--- config.mk ---
export PLATFORM = sky130hd
export DESIGN_NAME = afr_regs
export DESIGN_NICKNAME = d
export VERILOG_FILES = /design/src/rtl/afr_pkg.sv /design/src/rtl/afr_regs.sv
export VERILOG_INCLUDE_DIRS = /design/src /design/src/rtl
export SDC_FILE = /design/constraint.sdc
export NUM_CORES = 1
export LEC_CHECK = 0
export BUFFER_PORTS_ARGS = -buffer_cell sky130_fd_sc_hd__buf_2
export CAP_MARGIN = 5
export CORE_MARGIN = 3
export CORE_UTILIZATION = 57
export DETAILED_ROUTE_END_ITERATION = 16
export PLACE_DENSITY = 0.88
export SLEW_MARGIN = 20
export SYNTH_ARGS = -nofsm -noshare
export SYNTH_HDL_FRONTEND = slang
export SYNTH_SLANG_ARGS = --single-unit
--- constraint.sdc ---
create_clock -name clk -period 3.2 [get_ports clk]
set_input_delay 0.48 -clock clk [delete_from_list [all_inputs] [get_ports clk]]
set_output_delay 0.48 -clock clk [all_outputs]
set_load 0.01 [all_outputs]
--- src/rtl/afr_defines.svh ---
/*
  Register offsets, field positions, reset values and timing counts for the
  alert filter, conversion rate and identification register bank.
  Assumes inclusion by bare name from the design module.
*/
`ifndef AFR_DEFINES_SVH
`define AFR_DEFINES_SVH

// Pointer addresses
`define AFR_PTR_RATE_RD      8'h04
`define AFR_PTR_RATE_WR      8'h0A
`define AFR_PTR_HYST         8'h21
`define AFR_PTR_CONSEC       8'h22
`define AFR_PTR_MAKER_ID     8'hFE
`define AFR_PTR_PART_ID      8'hFF

// Reset values
`define AFR_RATE_RESET       4'h8
`define AFR_HYST_RESET       8'h0A
`define AFR_CONSEC_RESET     8'h81

// Consecutive alert register fields
`define AFR_CONSEC_TO_BIT    7
`define AFR_CONSEC_CNT_HI    3
`define AFR_CONSEC_CNT_LO    1

// Fastest rate code (4 per second) and clock rate
`define AFR_RATE_MAX_CODE    4'h6
`define AFR_CLK_HZ           50000000

// Conversion timing: slowest period in seconds, conversion length in cycles
`define AFR_SLOW_SECONDS     16
`define AFR_CONV_CYCLES      1000

`endif

--- src/rtl/afr_pkg.sv ---
/*
  Types shared by the alert filter register bank.
  Assumes afr_defines.svh is on the include path.
*/
package afr_pkg;

  // One host register access
  typedef struct packed {
    logic       wr;
    logic       rd;
    logic [7:0] ptr;
    logic [7:0] wdata;
  } afr_req_t;

  // One completed measurement from the converter, per channel
  typedef struct packed {
    logic [1:0] valid;
    logic [1:0] out_of_limit;
  } afr_meas_t;

endpackage

--- src/rtl/afr_regs.sv ---
/*
  Conversion rate, identification, consecutive alert filter and thermal
  hysteresis registers, plus the conversion pacing and alert filter logic.
  Assumes a bus engine that presents one-cycle read or write strobes with a
  pointer, and a converter that reports per-channel results as strobes.
*/
`timescale 1ns/1ps
`include "afr_defines.svh"

module afr_regs
  import afr_pkg::*;
#(
  parameter logic [7:0] MAKER_ID       = 8'hA5, // Arbitrary value
  parameter logic [7:0] PART_ID        = 8'h3C, // Arbitrary value
  parameter int         SLOW_PERIOD    = `AFR_SLOW_SECONDS * `AFR_CLK_HZ, // Period at code 0
  parameter int         CONV_CYCLES    = `AFR_CONV_CYCLES
) (
  // Clock and reset
  input  wire logic       clk,
  input  wire logic       reset,
  // Register access from the bus engine
  input  wire afr_req_t   req,
  output logic [7:0]      rdata_q,
  output logic            rvalid_q,
  // Converter pacing and results, alert mode and alert clear
  output logic            conv_start_q,
  input  wire afr_meas_t  meas,
  input  wire logic       alert_mode,
  input  wire logic       alert_clear,
  // Values to comparators and timeout logic, and the alert output
  output logic [7:0]      hysteresis_value_field_q,
  output logic            bus_timeout_enable_q,
  output logic            alert_or_second_thermal_output_n_q
);

  typedef enum {AFR_IDLE, AFR_CONVERT} afr_state_t;

  // Reset image of the consecutive alert register, for its stored fields
  localparam logic [7:0] CONSEC_RST = `AFR_CONSEC_RESET;

  logic [3:0]  rate_select_q;
  logic [2:0]  consec_count_q;
  logic [1:0]  hit_cnt_q [2];
  logic [31:0] timer_q;
  afr_state_t  state_q;

  // Count code to required number minus one
  function automatic logic [1:0] afr_need(input logic [2:0] code);
    case (code)
      3'b001:  afr_need = 2'd1;
      3'b011:  afr_need = 2'd2;
      3'b111:  afr_need = 2'd3;
      default: afr_need = 2'd0;
    endcase
  endfunction

  // Idle cycles for a rate code: period halves per step, clamped at 4/s
  function automatic logic [31:0] afr_idle(input logic [3:0] code);
    logic [3:0]  c;
    logic [31:0] per;
    c   = (code > `AFR_RATE_MAX_CODE) ? `AFR_RATE_MAX_CODE : code;
    per = 32'(SLOW_PERIOD) >> c;
    afr_idle = (per > 32'(CONV_CYCLES)) ? per - 32'(CONV_CYCLES) : 32'd1;
  endfunction

  ////////////////////////////////////////////////////////////////////////
  // Writable registers
  always_ff @(posedge clk) begin
    if (reset) begin
      rate_select_q            <= `AFR_RATE_RESET;
      hysteresis_value_field_q <= `AFR_HYST_RESET;
      bus_timeout_enable_q     <= CONSEC_RST[`AFR_CONSEC_TO_BIT];
      consec_count_q           <= CONSEC_RST[`AFR_CONSEC_CNT_HI:`AFR_CONSEC_CNT_LO];
    end else if (req.wr) begin
      if (req.ptr == `AFR_PTR_RATE_WR) begin
        rate_select_q <= req.wdata[3:0];
      end else if (req.ptr == `AFR_PTR_HYST) begin
        // Comparators outside subtract this from every high limit
        hysteresis_value_field_q <= req.wdata;
      end else if (req.ptr == `AFR_PTR_CONSEC) begin
        bus_timeout_enable_q <= req.wdata[`AFR_CONSEC_TO_BIT];
        consec_count_q <= req.wdata[`AFR_CONSEC_CNT_HI:`AFR_CONSEC_CNT_LO];
      end
      // Identification pointers accept writes but store nothing
    end
  end

  ////////////////////////////////////////////////////////////////////////
  // Read data, one cycle after the strobe
  always_ff @(posedge clk) begin
    if (reset) begin
      rdata_q  <= 8'h00;
      rvalid_q <= 1'b0;
    end else begin
      rvalid_q <= req.rd;
      if (req.rd) begin
        if (req.ptr == `AFR_PTR_RATE_RD) begin
          rdata_q <= {4'h0, rate_select_q};
        end else if (req.ptr == `AFR_PTR_HYST) begin
          rdata_q <= hysteresis_value_field_q;
        end else if (req.ptr == `AFR_PTR_CONSEC) begin
          rdata_q <= {bus_timeout_enable_q, 3'h0, consec_count_q, 1'b1};
        end else if (req.ptr == `AFR_PTR_MAKER_ID) begin
          rdata_q <= MAKER_ID;
        end else if (req.ptr == `AFR_PTR_PART_ID) begin
          rdata_q <= PART_ID;
        end else begin
          rdata_q <= 8'h00;
        end
      end
    end
  end

  ////////////////////////////////////////////////////////////////////////
  // Conversion pacing: fixed conversion time, rate sets idle gap
  always_ff @(posedge clk) begin
    if (reset) begin
      state_q      <= AFR_IDLE;
      timer_q      <= 32'd1;
      conv_start_q <= 1'b0;
    end else begin
      conv_start_q <= 1'b0;
      case (state_q)
        AFR_IDLE: begin
          if (timer_q <= 32'd1) begin
            state_q      <= AFR_CONVERT;
            conv_start_q <= 1'b1;
            timer_q      <= 32'(CONV_CYCLES);
          end else begin
            timer_q <= timer_q - 32'd1;
          end
        end
        AFR_CONVERT: begin
          if (timer_q <= 32'd1) begin
            state_q <= AFR_IDLE;
            timer_q <= afr_idle(rate_select_q);
          end else begin
            timer_q <= timer_q - 32'd1;
          end
        end
        default: state_q <= AFR_IDLE;
      endcase
    end
  end

  ////////////////////////////////////////////////////////////////////////
  // Per-channel consecutive counters; status flags bypass this path
  always_ff @(posedge clk) begin
    if (reset) begin
      hit_cnt_q[0] <= 2'd0;
      hit_cnt_q[1] <= 2'd0;
    end else begin
      for (int ch = 0; ch < 2; ch++) begin
        if (meas.valid[ch]) begin
          if (!meas.out_of_limit[ch]) begin
            hit_cnt_q[ch] <= 2'd0;
          end else if (hit_cnt_q[ch] != 2'd3) begin
            hit_cnt_q[ch] <= hit_cnt_q[ch] + 2'd1;
          end
        end
      end
    end
  end

  ////////////////////////////////////////////////////////////////////////
  // Alert output, active low, held until cleared; set beats clear
  logic trip;
  always_comb begin
    trip = 1'b0;
    for (int ch = 0; ch < 2; ch++) begin
      if (meas.valid[ch] && meas.out_of_limit[ch]
          && hit_cnt_q[ch] >= afr_need(consec_count_q)) begin
        trip = 1'b1;
      end
    end
  end

  always_ff @(posedge clk) begin
    if (reset) begin
      alert_or_second_thermal_output_n_q <= 1'b1;
    end else if (alert_mode && trip) begin
      alert_or_second_thermal_output_n_q <= 1'b0;
    end else if (alert_clear) begin
      alert_or_second_thermal_output_n_q <= 1'b1;
    end
  end

  ////////////////////////////////////////////////////////////////////////
  // Checks
  chk_id_read_fixed: assert property (@(posedge clk) disable iff (reset)
    req.rd && req.ptr == `AFR_PTR_PART_ID |=> rvalid_q && rdata_q == PART_ID)
    else $error("part code read wrong");
  chk_maker_read: assert property (@(posedge clk) disable iff (reset)
    req.rd && req.ptr == `AFR_PTR_MAKER_ID |=> rdata_q == MAKER_ID)
    else $error("maker code read wrong");
  chk_consec_fixed_bits: assert property (@(posedge clk) disable iff (reset)
    req.rd && req.ptr == `AFR_PTR_CONSEC |=> rdata_q[6:4] == 3'h0 && rdata_q[0])
    else $error("fixed bits of consecutive register wrong");
  chk_rate_upper_zero: assert property (@(posedge clk) disable iff (reset)
    req.rd && req.ptr == `AFR_PTR_RATE_RD |=> rdata_q[7:4] == 4'h0)
    else $error("rate upper bits not zero");
  chk_hyst_write: assert property (@(posedge clk) disable iff (reset)
    req.wr && req.ptr == `AFR_PTR_HYST |=> hysteresis_value_field_q == $past(req.wdata))
    else $error("hysteresis write lost");
  chk_timeout_bit: assert property (@(posedge clk) disable iff (reset)
    req.wr && req.ptr == `AFR_PTR_CONSEC |=> bus_timeout_enable_q == $past(req.wdata[7]))
    else $error("timeout enable not updated");
  chk_in_limit_clears: assert property (@(posedge clk) disable iff (reset)
    meas.valid[0] && !meas.out_of_limit[0] |=> hit_cnt_q[0] == 2'd0)
    else $error("counter not cleared");
  chk_alert_needs_count: assert property (@(posedge clk) disable iff (reset)
    $fell(alert_or_second_thermal_output_n_q) |-> $past(trip && alert_mode))
    else $error("alert without enough consecutive hits");
  chk_conv_fixed_len: assert property (@(posedge clk) disable iff (reset)
    conv_start_q |-> state_q == AFR_CONVERT && timer_q == 32'(CONV_CYCLES))
    else $error("conversion length not fixed");
  chk_alert_holds_low: assert property (@(posedge clk) disable iff (reset)
    !alert_or_second_thermal_output_n_q && !alert_clear
    |=> !alert_or_second_thermal_output_n_q)
    else $error("alert released without clear");

endmodule

## After elaboration in Yosys (flattened, before gate mapping)

Memories as Yosys holds them, arrays and structs flattened.
Cells that the tools add are included.

| storage, ports and cells | value |
|---|---|
| register bits | 91 |
| bits in writable memories | 4 |
| input port bits | 26 |
| output and inout port bits | 20 |
| word-level logic and storage cells | 98 |
| memories kept | 1 |

Memory list:

| memory | depth | bits a word | rd ports | clocked after Yosys merged registers in | write ports | RTL line | text |
|---|---|---|---|---|---|---|---|
| hit_cnt_q | 2 | 2 | 2 | 0 | 2 | afr_regs.sv:43 | `logic [1:0] hit_cnt_q [2];` |

| cells by class | value |
|---|---|
| add/sub/neg operators | 4 |
| magnitude comparators | 5 |
| equal/unequal tests | 14 |
| shifts and indexed selects | 1 |
| multiplexer cells | 43 |
| bitwise operators | 7 |
| reduce and logical (&&, ||, !) cells | 13 |

Operators by type and width:

| operator | count |
|---|---|
| 2-to-1 mux 32 bit | 5 |
| case mux 32 bit (2 select lines) | 2 |
| == test 32 x 1 -> 1 bit (second input constant) | 1 |
| greater-than comparator 32 x 10 -> 1 bit (second input constant) | 1 |
| <= comparator 32 x 1 -> 1 bit (second input constant) | 1 |
| logical NOT 32 bit | 1 |
| 2-to-1 mux 8 bit | 4 |
| right shift 30 x 4 -> 32 bit (first input constant) | 1 |
| subtractor 32 x 1 -> 32 bit (second input constant) | 1 |
| subtractor 32 x 10 -> 32 bit (second input constant) | 1 |
| 2-to-1 mux 1 bit | 25 |
| == test 8 x 6 -> 1 bit (second input constant) | 2 |
| == test 8 bit (second input constant) | 2 |
| == test 8 x 3 -> 1 bit (second input constant) | 1 |
| == test 8 x 4 -> 1 bit (second input constant) | 1 |
| 2-to-1 mux 2 bit | 4 |
| != test 2 bit (second input constant) | 4 |
| 2-to-1 mux 6 bit | 1 |
| case mux 2 bit (3 select lines) | 1 |
| logical AND 1 bit | 5 |
| adder 2 x 1 -> 2 bit (second input constant) | 2 |
| >= comparator 2 bit | 2 |
| greater-than comparator 4 x 3 -> 1 bit (second input constant) | 1 |
| 2-to-1 mux 4 bit | 1 |
| 10 further kinds | 17 |

## Depth between registers and ports, before layout

Gate-level depths: netlist (run 1).

| logic depth | value |
|---|---|
| depth after elaboration | 8 |
| gate-level depth with buffers | 8 |
| mapped depth without buffers | 8 |

## Worst setup path before layout (run 1)

No wires, ideal clock.

| timing path | value |
|---|---|
| path type | register -> register |
| start point | register timer_q[19] |
| end point | register timer_q[27] |
| arrival | 2404 ps |
| slack | 658 ps |
| cell stages (with the launch flop) | 9 |
| buffers on the path | 3 |
| period minus slack after synthesis | 2542 ps |
| cell sequence | dfxtp_1 -> or4_4 -> or4_1 -> buf_2 -> or4_4 -> buf_6 -> buf_6 -> a21oi_1 -> a211oi_2 |

| between the ends | value |
|---|---|
| longest elaborated chain between the ends | 3 |

Ends and longest elaborated chain:

| item | RTL line | text |
|---|---|---|
| start: declaration | afr_regs.sv:44 | `logic [31:0] timer_q;` |
| start signal: assignment | afr_regs.sv:128 | `timer_q <= 32'(CONV_CYCLES);` |
| start signal: assignment | afr_regs.sv:130 | `timer_q <= timer_q - 32'd1;` |
| start signal: assignment | afr_regs.sv:136 | `timer_q <= afr_idle(rate_select_q);` |
| subtractor 32 x 1 -> 32 bit / <= comparator 32 x 1 -> 1 bit (equally long branches) | -- |  |
| 2-to-1 mux 32 bit, on equally long branches | afr_regs.sv:134, afr_regs.sv:125 |  |
| case mux 32 bit (2 select lines) (*) | afr_regs.sv:123 | `case (state_q)` |

Mark *: on every way between the ends. The rest lies on a longest branch, timed or not.
A chain may end at the register's enable or synchronous reset.

## Final worst setup path (run 1)

| timing path | value |
|---|---|
| start point | register timer_q[19] |
| end point | register timer_q[20] |

Same word-level chain as after synthesis.

==> flow_summary.toml, run 1 <==
[outcome]
status = "finished, final reports clean"

[critical_path]
worstSetupPathType = "flop to flop"
cp_data_required_time_ns = 3.39
cp_slowest_cell = "or4_4"
start_kind = "flop"
crit_start = "timer_q[19]"
r2r_start = "timer_q[19]"
critPathMaxFanout = 20
endpoint_kind = "flop"
cp-endpoint = "timer_q[20]"
reg2reg_slack_ns = 0.51
critPathMostFrequentCell = "or4_4"
cp.arrival_ns = 2.88
path_cells = "or4_4 > or4_1 > or4_4 > nand2_1 > buf_4 > o22ai_1"
critPathMaxStageDelay_ns = 0.70
reg2regPathDepth = 6
r2r-end = "timer_q[20]"

[synthesis]
synth-seq-cells = 64
synth-xor-area-share_pct = 8.21
syn_area_per_cell_um2 = 8.61
synth_warnings = 0
ys_seq_area_share_pct = 40.0
synth_edf_count = 4
synth_compound_area_share_pct = 15.0
netlist_instances = 384
post_synth_num_cell_types = 52
ys_async_sr_fraction_pct = 0
syn-cell-area_um2 = 3310
synthMuxAreaShare_pct = 2.42
synth_nets = 418
synth_fa_ha_area_share_pct = 3.03
yosys.area_share.simple_pct = 26.9
synth_top_family_by_area = "simple AND/OR/NAND/NOR gates"
synth_flop_cell = "dfxtp_1"

[global_routing]
antenna_found_initial = 0
grt_pass1_wl_um = 12900
grt_max_degree = 37
track_usage_pct = 25.2
grt_pass1_vias = 2867
gr-total-overflow = 0

[die]
die_x_um = 82.2
die_h_um = 82.2
io-pin-count = 46
placeableCoreArea_um2 = 5570
fp-row-count = 27
die_area_um2 = 6750
start_util_pct = 59.3

[sta]
hold_viol = 0
worst_clock_skew_ns = 0.00906
worst_slack_ns = 0.509
min_period_over_period_pct = 84.1
drv_slew = 0
rsz0062_at_grt = "no"
setup_viol = 0
fmax_mhz = 372
slew_headroom_pct = 45.8
whs_ns = 0.351
fin_tns_setup_ns = 0
period_needed_ns = 2.69
tightest_slew_ns = 0.807

[power_and_ir_drop]
p_per_area_nw_per_um2 = 928
combPwrFrac_pct = 46.3
switchingPower_mw = 1.43
p_int_mw = 2.08
ir_drop_v = 0.000472
power_frac_seq_pct = 32.4
switching_share_pct = 40.8
p_leak_nw = 1.48
p_clk_share_pct = 21.3

[clocking]
clk_pin_slew_ns = 0.07
root_buffer = "clkbuf_8"
clk_latency_ns = 0.35
cts_resized = 0
clock_sinks = 64
postCtsSetupRepairBufs = 0
ctsHoldBuffers = 0
clk_path_buf_depth = 2
tritoncts = "done"
cts_buffers = 9
htreeDepth = 3

[routing]
vias = 3041
wl_per_cell_um = 15.7
drt_iter0_drc = 282
drt_wl_total_um = 7870
drc = 0
first_pass_iters = 4
final_antenna_net_count = 0
vias_per_cell = 6.07

[layout]
antenna_cells = 0
design_area_um2 = 3780
final-instance-count-excl-fill = 501
drive_above_1_share_pct = 18.2
fin_nets = 458
area_growth_pct = 14.3

[placement]
hpwlAfterDp_um = 5440
port_buffers = 45
place_ws_ns = 0.537
gp_congestion = 0.898
dp.cells = 485
dpl_cell_area_um2 = 3570

[run]
drv_cap = 0

[min_path]
hold_path_class = "input port to flop"
-- worst max-delay path: cells and delay by family, from the launching register on --
family / cells / cell delay [ns]
flip-flops: 1 / 0.33
AND/OR/NAND/NOR: 4 / 1.81
buffers and inverters: 1 / 0.26
AO/OA/AOI/OAI: 1 / 0.13
-- cells in the final DEF, fill, tap and decap left out, types with 2 or more instances in the layout --
cell type | synthesis | layout
buf_4 | 2 | 7
a31oi_1 | 2 | 2
buf_2 | 2 | 45
nor4_1 | 20 | 19
a211oi_2 | 5 | 5
inv_1 | 10 | 10
nor2_1 | 37 | 37
and2_1 | 2 | 2
a21oi_1 | 19 | 19
nand2b_1 | 5 | 5
or4_4 | 2 | 2
xor2_1 | 6 | 6
ha_1 | 8 | 8
bufinv_16 | 0 | 2
nor4b_1 | 3 | 3
nor3_1 | 20 | 20
a221oi_1 | 2 | 2
o22ai_1 | 12 | 12
or3_1 | 9 | 9
o21ai_0 | 2 | 2
dfxtp_1 | 60 | 60
edfxtp_1 | 4 | 4
a221o_1 | 2 | 2
o21ai_1 | 8 | 8
clkinvlp_4 | 0 | 2
xnor2_1 | 25 | 25
a211oi_1 | 5 | 5
and3_1 | 2 | 2
nor3b_1 | 2 | 2
mux2i_1 | 8 | 8
clkbuf_8 | 0 | 9
or4_1 | 4 | 4
nand4b_1 | 3 | 3
nand2_1 | 36 | 36
nand4_1 | 4 | 4
nand3_1 | 18 | 18
-- Yosys cell counts (2+ instances only) --
master | n | area share [%]
a211oi_1 | 5 | 1.1
nor3_1 | 20 | 3.0
nand4b_1 | 3 | 0.79
nand2_1 | 36 | 4.1
nand2b_1 | 5 | 0.95
and2_1 | 2 | 0.38
nor2_1 | 37 | 4.2
buf_4 | 2 | 0.45
nand3_1 | 18 | 2.7
mux2i_1 | 8 | 2.4
nor4_1 | 20 | 3.8
nor4b_1 | 3 | 0.79
or4_1 | 4 | 0.91
a31oi_1 | 2 | 0.38
clkbuf_1 | 16 | 1.8
a221oi_1 | 2 | 0.53
a221o_1 | 2 | 0.61
xnor2_1 | 25 | 6.6
inv_1 | 10 | 1.1
or3_1 | 9 | 1.7
o22ai_1 | 12 | 2.3
nor3b_1 | 2 | 0.45
or4_4 | 2 | 0.68
edfxtp_1 | 4 | 3.6
and3_1 | 2 | 0.38
a21oi_1 | 19 | 2.9
buf_6 | 2 | 0.68
o21ai_0 | 2 | 0.30
ha_1 | 8 | 3.0
dfxtp_1 | 60 | 36
a211oi_2 | 5 | 1.9
xor2_1 | 6 | 1.6
o21ai_1 | 8 | 1.2
nand4_1 | 4 | 0.76
buf_2 | 2 | 0.30
-- stage by stage --
stage / utilization [%] / total power [mW]
final: 67.8 / 3.51
after detailed placement: 64.0 / 2.72
after global placement: 64.0 / 2.66
after CTS: 67.8 / 3.49
after floorplan: - / 2.41
after global routing: 67.8 / 3.73
-- sequential cells by signal (all words and copies together), names as in the netlist, 3 cells and up --
signal                    count
rdata_q                       8
hysteresis_value_field_q      8
timer_q                      32
rate_select_q                 4
hit_cnt_q                     4
consec_count_q                3
-- worst min path at each step --
| stage | startpoint | endpoint | depth (start not counted) |
|---|---|---|---|
| after floorplan | timer_q[0] | timer_q[0] | 1 |
| after global placement | alert_or_second_thermal_output_n_q | alert_or_second_thermal_output_n_q | 2 |
| after detailed placement | alert_or_second_thermal_output_n_q | alert_or_second_thermal_output_n_q | 2 |
| after CTS | alert_clear | alert_or_second_thermal_output_n_q | 3 |
| after global routing | req[7] | bus_timeout_enable_q | 3 |
| final | alert_clear | alert_or_second_thermal_output_n_q | 3 |
-- layer usage --
layer	up-vias	global-route usage [%]	wire, um
met5	-	0	0
met4	0	11.8	118
met3	12	6.62	567
met2	132	40.1	3750
met1	1413	31.7	3430
li1	1484	-	-
-- cells by family after synthesis --
family / Yosys count
muxes: 8
xor gates and xnor gates: 31
adders and majority gates: 8
AOI/OAI and AO/OA: 70
and+or+nand+nor: 170
buffers and inverters: 33
DFF: 64
-- final cells by class --
type	count	area, um^2
clock buffer	10	128
clock inverter	6	83.8
fill	459	1790
inverter	10	37.5
multi-input combinational	287	1840
sequential	64	1320
tap	72	90.1
timing repair buffer	52	278
-- power groups by stage --
stage	Sequential (mW)	Combinational [mW]	Clock (mW)
5_1_grt	1.16	1.77	0.796
4_1_cts	1.13	1.60	0.761
3_3_place_gp	1.14	1.52	0
6_report	1.14	1.62	0.747
2_1_floorplan	1.11	1.30	0
3_5_place_dp	1.15	1.57	0
Power figures use the tool's default switching activity.
==> inputs of run 2 (changes only) <==
==> constraint.sdc (replaced) <==
create_clock -name clk -period 2.5 [get_ports clk]
set_input_delay 0.375 -clock clk [delete_from_list [all_inputs] [get_ports clk]]
set_output_delay 0.375 -clock clk [all_outputs]
set_load 0.01 [all_outputs]
==> run 2 against run 1 <==
Utilization rose by 1.4 points. Combinational power rose by 39%. Largest cell class unchanged. Setup slack lost 0.47 ns. Clock power increased by 9.2%. Power rose by 29%. Routed wire length rose by 6.0%. Critical path depth is the same. Non-clock buffer count up 12.
==> flow_summary.toml, run 2 (same netlist as run 1, synthesis figures left out) <==
[global_routing]
grt_pass1_vias = 2906
grt_pass1_wl_um = 13800
track_usage_pct = 27.0
grt_max_degree = 31
gr-total-overflow = 0
antenna_found_initial = 0

[min_path]
hold_path.startpoint = "alert_clear"
hold_depth = 3
hold_path_class = "input port to flop"
hold_end = "alert_or_second_thermal_output_n_q"

[layout]
final_cell_mix = "59 x dfxtp_1, 45 x buf_2, 37 x nor2_1, 35 x nand2_1, 25 x xnor2_1"
drive_above_1_share_pct = 22.0
post-route-util_pct = 69.2
top_register = "timer_q"
reg.largest.list = "timer_q: 32 flops, hysteresis_value_field_q: 8 flops, rdata_q: 8 flops"
design_area_um2 = 3860
fin_nets = 470
antenna_cells = 0
largest_reg_flops = 32
final_common_cell = "dfxtp_1"
area_growth_pct = 16.7

[routing]
drt_wl_total_um = 8340
drt_iter0_drc = 407
wl_per_cell_um = 16.2
vias_per_cell = 6.09
drc = 0
final_antenna_net_count = 0
vias = 3126
first_pass_iters = 5

[critical_path]
start_kind = "flop"
worstSetupPathType = "flop to flop"
endpoint_kind = "flop"
reg2reg_slack_ns = 0.04
reg2regPathDepth = 6
critPathMaxFanout = 9
r2r-end = "timer_q[14]"
cp_data_required_time_ns = 2.72
cp.arrival_ns = 2.68
r2r_start = "timer_q[18]"

[clocking]
htreeDepth = 3
clk_path_buf_depth = 2
cts_buffers = 9
ctsHoldBuffers = 0
root_buffer = "clkbuf_8"
tritoncts = "done"
clock_sinks = 64
clk_pin_slew_ns = 0.08
clk_latency_ns = 0.36

[sta]
fmax_mhz = 407
min_period_over_period_pct = 98.4
drv_slew = 0
rsz0062_at_grt = "yes"
slew_headroom_pct = 63.1
worst_clock_skew_ns = 0.00925
period_needed_ns = 2.46
tightest_slew_ns = 0.549
setup_viol = 0
hold_viol = 0

[placement]
port_buffers = 45
dpl_cell_area_um2 = 3660
hpwlAfterDp_um = 5770
gp_congestion = 0.882

[outcome]
status = "finished, final reports clean"

[die]
die_area_um2 = 6750
die_x_um = 82.2
placeableCoreArea_um2 = 5570
die_h_um = 82.2
start_util_pct = 59.3
io-pin-count = 46
fp-row-count = 27

[power_and_ir_drop]
p_leak_nw = 1.54
p_per_area_nw_per_um2 = 1170
ir_drop_v = 0.000798

[run]
drv_cap = 0
run 2: layout make-up:
type | instances | area (um^2)
repair buffers | 64 | 368
well taps | 72 | 90.1
inverters | 10 | 37.5
clock inverters | 6 | 43.8
flip-flops and latches | 64 | 1320
clock buffers | 10 | 138
multi-input cells | 287 | 1860
fillers | 418 | 1720
run 2: critical path, stage by stage, from the launching register on:
cell	delay, ns
dfxtp_2	0.34
or4_4	0.55
or4_4	0.43
or4_4	0.60
nand2_1	0.12
buf_4	0.18
o22ai_1	0.12
run 2: timing repair:
item / in CTS / in global routing
hold endpoints to repair: 0 / 0
buffers inserted: 0 / 1
gates resized for setup: 0 / 2
endpoints found under the setup margin: 0 / 16
run 2: report_power, final:
| part | internal, mW | total, mW | switching [mW] |
|---|---|---|---|
| clock | 0.389 | 0.816 | 0.426 |
| sequential | 1.25 | 1.45 | 0.200 |
| combinational | 0.963 | 2.25 | 1.29 |
| total | 2.60 | 4.51 | 1.91 |
run 2: worst max-delay path by stage:
stage                        to   startpoint  cells after the start
floorplan           timer_q[29]  timer_q[18]                      8
global placement    timer_q[29]  timer_q[18]                      6
detailed placement  timer_q[29]  timer_q[18]                      6
CTS                 timer_q[14]  timer_q[18]                      7
global route        timer_q[14]  timer_q[18]                      6
finish              timer_q[14]  timer_q[18]                      6
run 2: routing by layer:
metal  global-route usage [%]  vias up  part of all wire (%)
li1                         -     1507                     -
met1                     33.0     1462                    42
met2                     45.6      141                    49
met3                     7.59       16                   7.8
met4                     9.14        0                   1.8
met5                        0        -                     0
run 2: metrics by stage:
| stage | power (mW) | instances | hold WS (ns) | setup WS [ns] | TNS, ns |
|---|---|---|---|---|---|
| after detailed placement | 3.60 | 496 | 0.454 | 0.0518 | 0 |
| after floorplan | 3.19 | 384 | 0.467 | -0.0349 | -0.181 |
| after global placement | 3.53 | 496 | 0.437 | 0.0726 | 0 |
| after global routing | 4.82 | 513 | 0.252 | -0.0129 | -0.0375 |
| after CTS | 4.45 | 512 | 0.228 | 0.0192 | 0 |
| final | 4.51 | 513 | 0.237 | 0.0402 | 0 |
==> inputs of run 3 (changes only) <==
--- a/config.mk
+++ b/config.mk
@@ -7,7 +7,7 @@
 export NUM_CORES = 1
 export LEC_CHECK = 0
 export BUFFER_PORTS_ARGS = -buffer_cell sky130_fd_sc_hd__buf_2
-export CAP_MARGIN = 5
+export CAP_MARGIN = 25
 export CORE_MARGIN = 3
 export CORE_UTILIZATION = 57
 export DETAILED_ROUTE_END_ITERATION = 16
==> constraint.sdc (replaced) <==
create_clock -name clk -period 2.69 [get_ports clk]
set_input_delay 0.4035 -clock clk [delete_from_list [all_inputs] [get_ports clk]]
set_output_delay 0.4035 -clock clk [all_outputs]
set_load 0.01 [all_outputs]
==> run 3 against run 2 <==
Die area unchanged. Utilization about the same. Worst hold slack improved by 0.048 ns. Critical path depth unchanged. Non-clock buffer count decreased by 4. Clock power increased by 5.1%. Routed wire length increased by 3.2%. Sequential cell count unchanged. Fmax decreased by 3.1%. First-iteration DRC count decreased by 13%. Design area about the same. Power decreased by 5.9%. Critical path type unchanged.
==> flow_summary.toml, run 3 (same netlist as run 1, synthesis figures left out) <==
[outcome]
status = "finished, final reports clean"

[layout]
final-instance-count-excl-fill = 509
nFillCells = 424
final_cell_mix = "60 x dfxtp_1, 45 x buf_2, 37 x nor2_1, 35 x nand2_1, 25 x xnor2_1"
largest_reg_flops = 32
drive_above_1_share_pct = 20.1
fin_nets = 466
antenna_cells = 0
reg.largest.list = "timer_q: 32 flops, hysteresis_value_field_q: 8 flops, rdata_q: 8 flops"
area_growth_pct = 16.6
post-route-util_pct = 69.2
final_common_cell = "dfxtp_1"
design_area_um2 = 3860
top_register = "timer_q"

[global_routing]
grt_pass1_wl_um = 14100
gr-total-overflow = 0
antenna_found_initial = 0
grt_max_degree = 35
track_usage_pct = 27.5
grt_pass1_vias = 2983

[min_path]
hold_path_class = "input port to flop"
hold_depth = 3
hold_path.startpoint = "req[7]"
hold_end = "bus_timeout_enable_q"

[placement]
hpwlAfterDp_um = 5910
port_buffers = 45
dp.cells = 493
dpl_cell_area_um2 = 3640
gp_congestion = 0.910

[power_and_ir_drop]
p_int_mw = 2.51
p_per_area_nw_per_um2 = 1100
p_leak_nw = 1.54
p_clk_share_pct = 20.2
switchingPower_mw = 1.73
power_frac_seq_pct = 31.9
ir_drop_v = 0.000675
combPwrFrac_pct = 47.9
switching_share_pct = 40.8

[clocking]
clk_path_buf_depth = 2
ctsHoldBuffers = 0
clock_sinks = 64
htreeDepth = 3
clk_latency_ns = 0.35
clk_pin_slew_ns = 0.07
tritoncts = "done"
cts_buffers = 9
root_buffer = "clkbuf_8"
cts_resized = 0
postCtsSetupRepairBufs = 0

[critical_path]
reg2reg_slack_ns = 0.15
r2r_start = "timer_q[19]"
worstSetupPathType = "flop to flop"
r2r-end = "timer_q[12]"
path_cells = "or4_4 > or4_1 > or4_4 > nand2_1 > buf_4 > o22ai_1"
cp_slowest_cell = "or4_4"
crit_start = "timer_q[19]"
endpoint_kind = "flop"
cp_data_required_time_ns = 2.92
critPathMaxFanout = 7
cp.arrival_ns = 2.77
critPathMaxStageDelay_ns = 0.61
start_kind = "flop"
reg2regPathDepth = 6
critPathMostFrequentCell = "or4_4"

[routing]
vias_per_cell = 6.22
final_antenna_net_count = 0
first_pass_iters = 5
drt_iter0_drc = 354
drc = 0
drt_wl_total_um = 8600
wl_per_cell_um = 16.9
vias = 3168

[sta]
hold_viol = 0
period_needed_ns = 2.54
tightest_slew_ns = 0.804
setup_viol = 0
min_period_over_period_pct = 94.4
drv_slew = 0
slew_headroom_pct = 46.0
worst_clock_skew_ns = 0.00965
fmax_mhz = 394
whs_ns = 0.285

[die]
fp-row-count = 27
placeableCoreArea_um2 = 5570
start_util_pct = 59.3
die_area_um2 = 6750
io-pin-count = 46
die_h_um = 82.2
die_x_um = 82.2

[run]
drv_cap = 0
run 3: cell count changes in the layout (fill, tap and decap cells not counted), sizes merged:
cell and delta:
clkbuf +5, buf -4, clkinv -3, clkinvlp -1
inv -1
run 3: how the worst max path moves through the flow:
stage / depth (start not counted) / slack [ns] / endpoint
CTS: 6 / 0.07 / timer_q[11]
finish: 6 / 0.15 / timer_q[12]
global placement: 6 / 0.18 / timer_q[11]
detailed placement: 6 / 0.08 / timer_q[11]
global route: 6 / -0.0005 / timer_q[28]
floorplan: 8 / 0.15 / timer_q[27]
run 3: routing by layer:
metal	part of all wire [%]	vias to the layer above	global-route usage [%]
li1	-	1498	-
met5	0	-	0
met3	8.3	23	6.62
met4	2.2	0	9.30
met1	42	1488	34.8
met2	48	159	45.8
run 3: critical path, delay by kind of cell (launching register included):
kind                   cells  cell delay, ns
AO/OA/AOI/OAI              1            0.09
AND/OR/NAND/NOR            4            1.80
buffers and inverters      1            0.19
flip-flops                 1            0.34
run 3: metrics by stage:
step	worst slack, ns	TNS [ns]	total power [mW]
finish	0.151	0	4.25
global route	-0.000485	-0.000485	4.50
CTS	0.0696	0	4.20
detailed placement	0.0837	0	3.32
global placement	0.176	0	3.26
floorplan	0.148	0	2.87
run 3: layout make-up:
| cell class | count | area (um^2) | share of cell area, % |
|---|---|---|---|
| Multi-Input combinational cell | 287 | 1850 | 47.8 |
| Sequential cell | 64 | 1320 | 34.3 |
| Timing Repair Buffer | 60 | 350 | 9.08 |
| Clock buffer | 15 | 208 | 5.38 |
| Tap cell | 72 | 90.1 | 2.34 |
| Inverter | 10 | 37.5 | 0.973 |
| Clock inverter | 1 | 5.00 | 0.130 |
run 3: power by group through the flow:
stage / sequential (mW) / combinational, mW / clock, mW
after floorplan: 1.32 / 1.55 / 0
after global placement: 1.35 / 1.91 / 0
after detailed placement: 1.36 / 1.96 / 0
after CTS: 1.34 / 2.00 / 0.863
after global routing: 1.38 / 2.22 / 0.902
final: 1.35 / 2.04 / 0.858
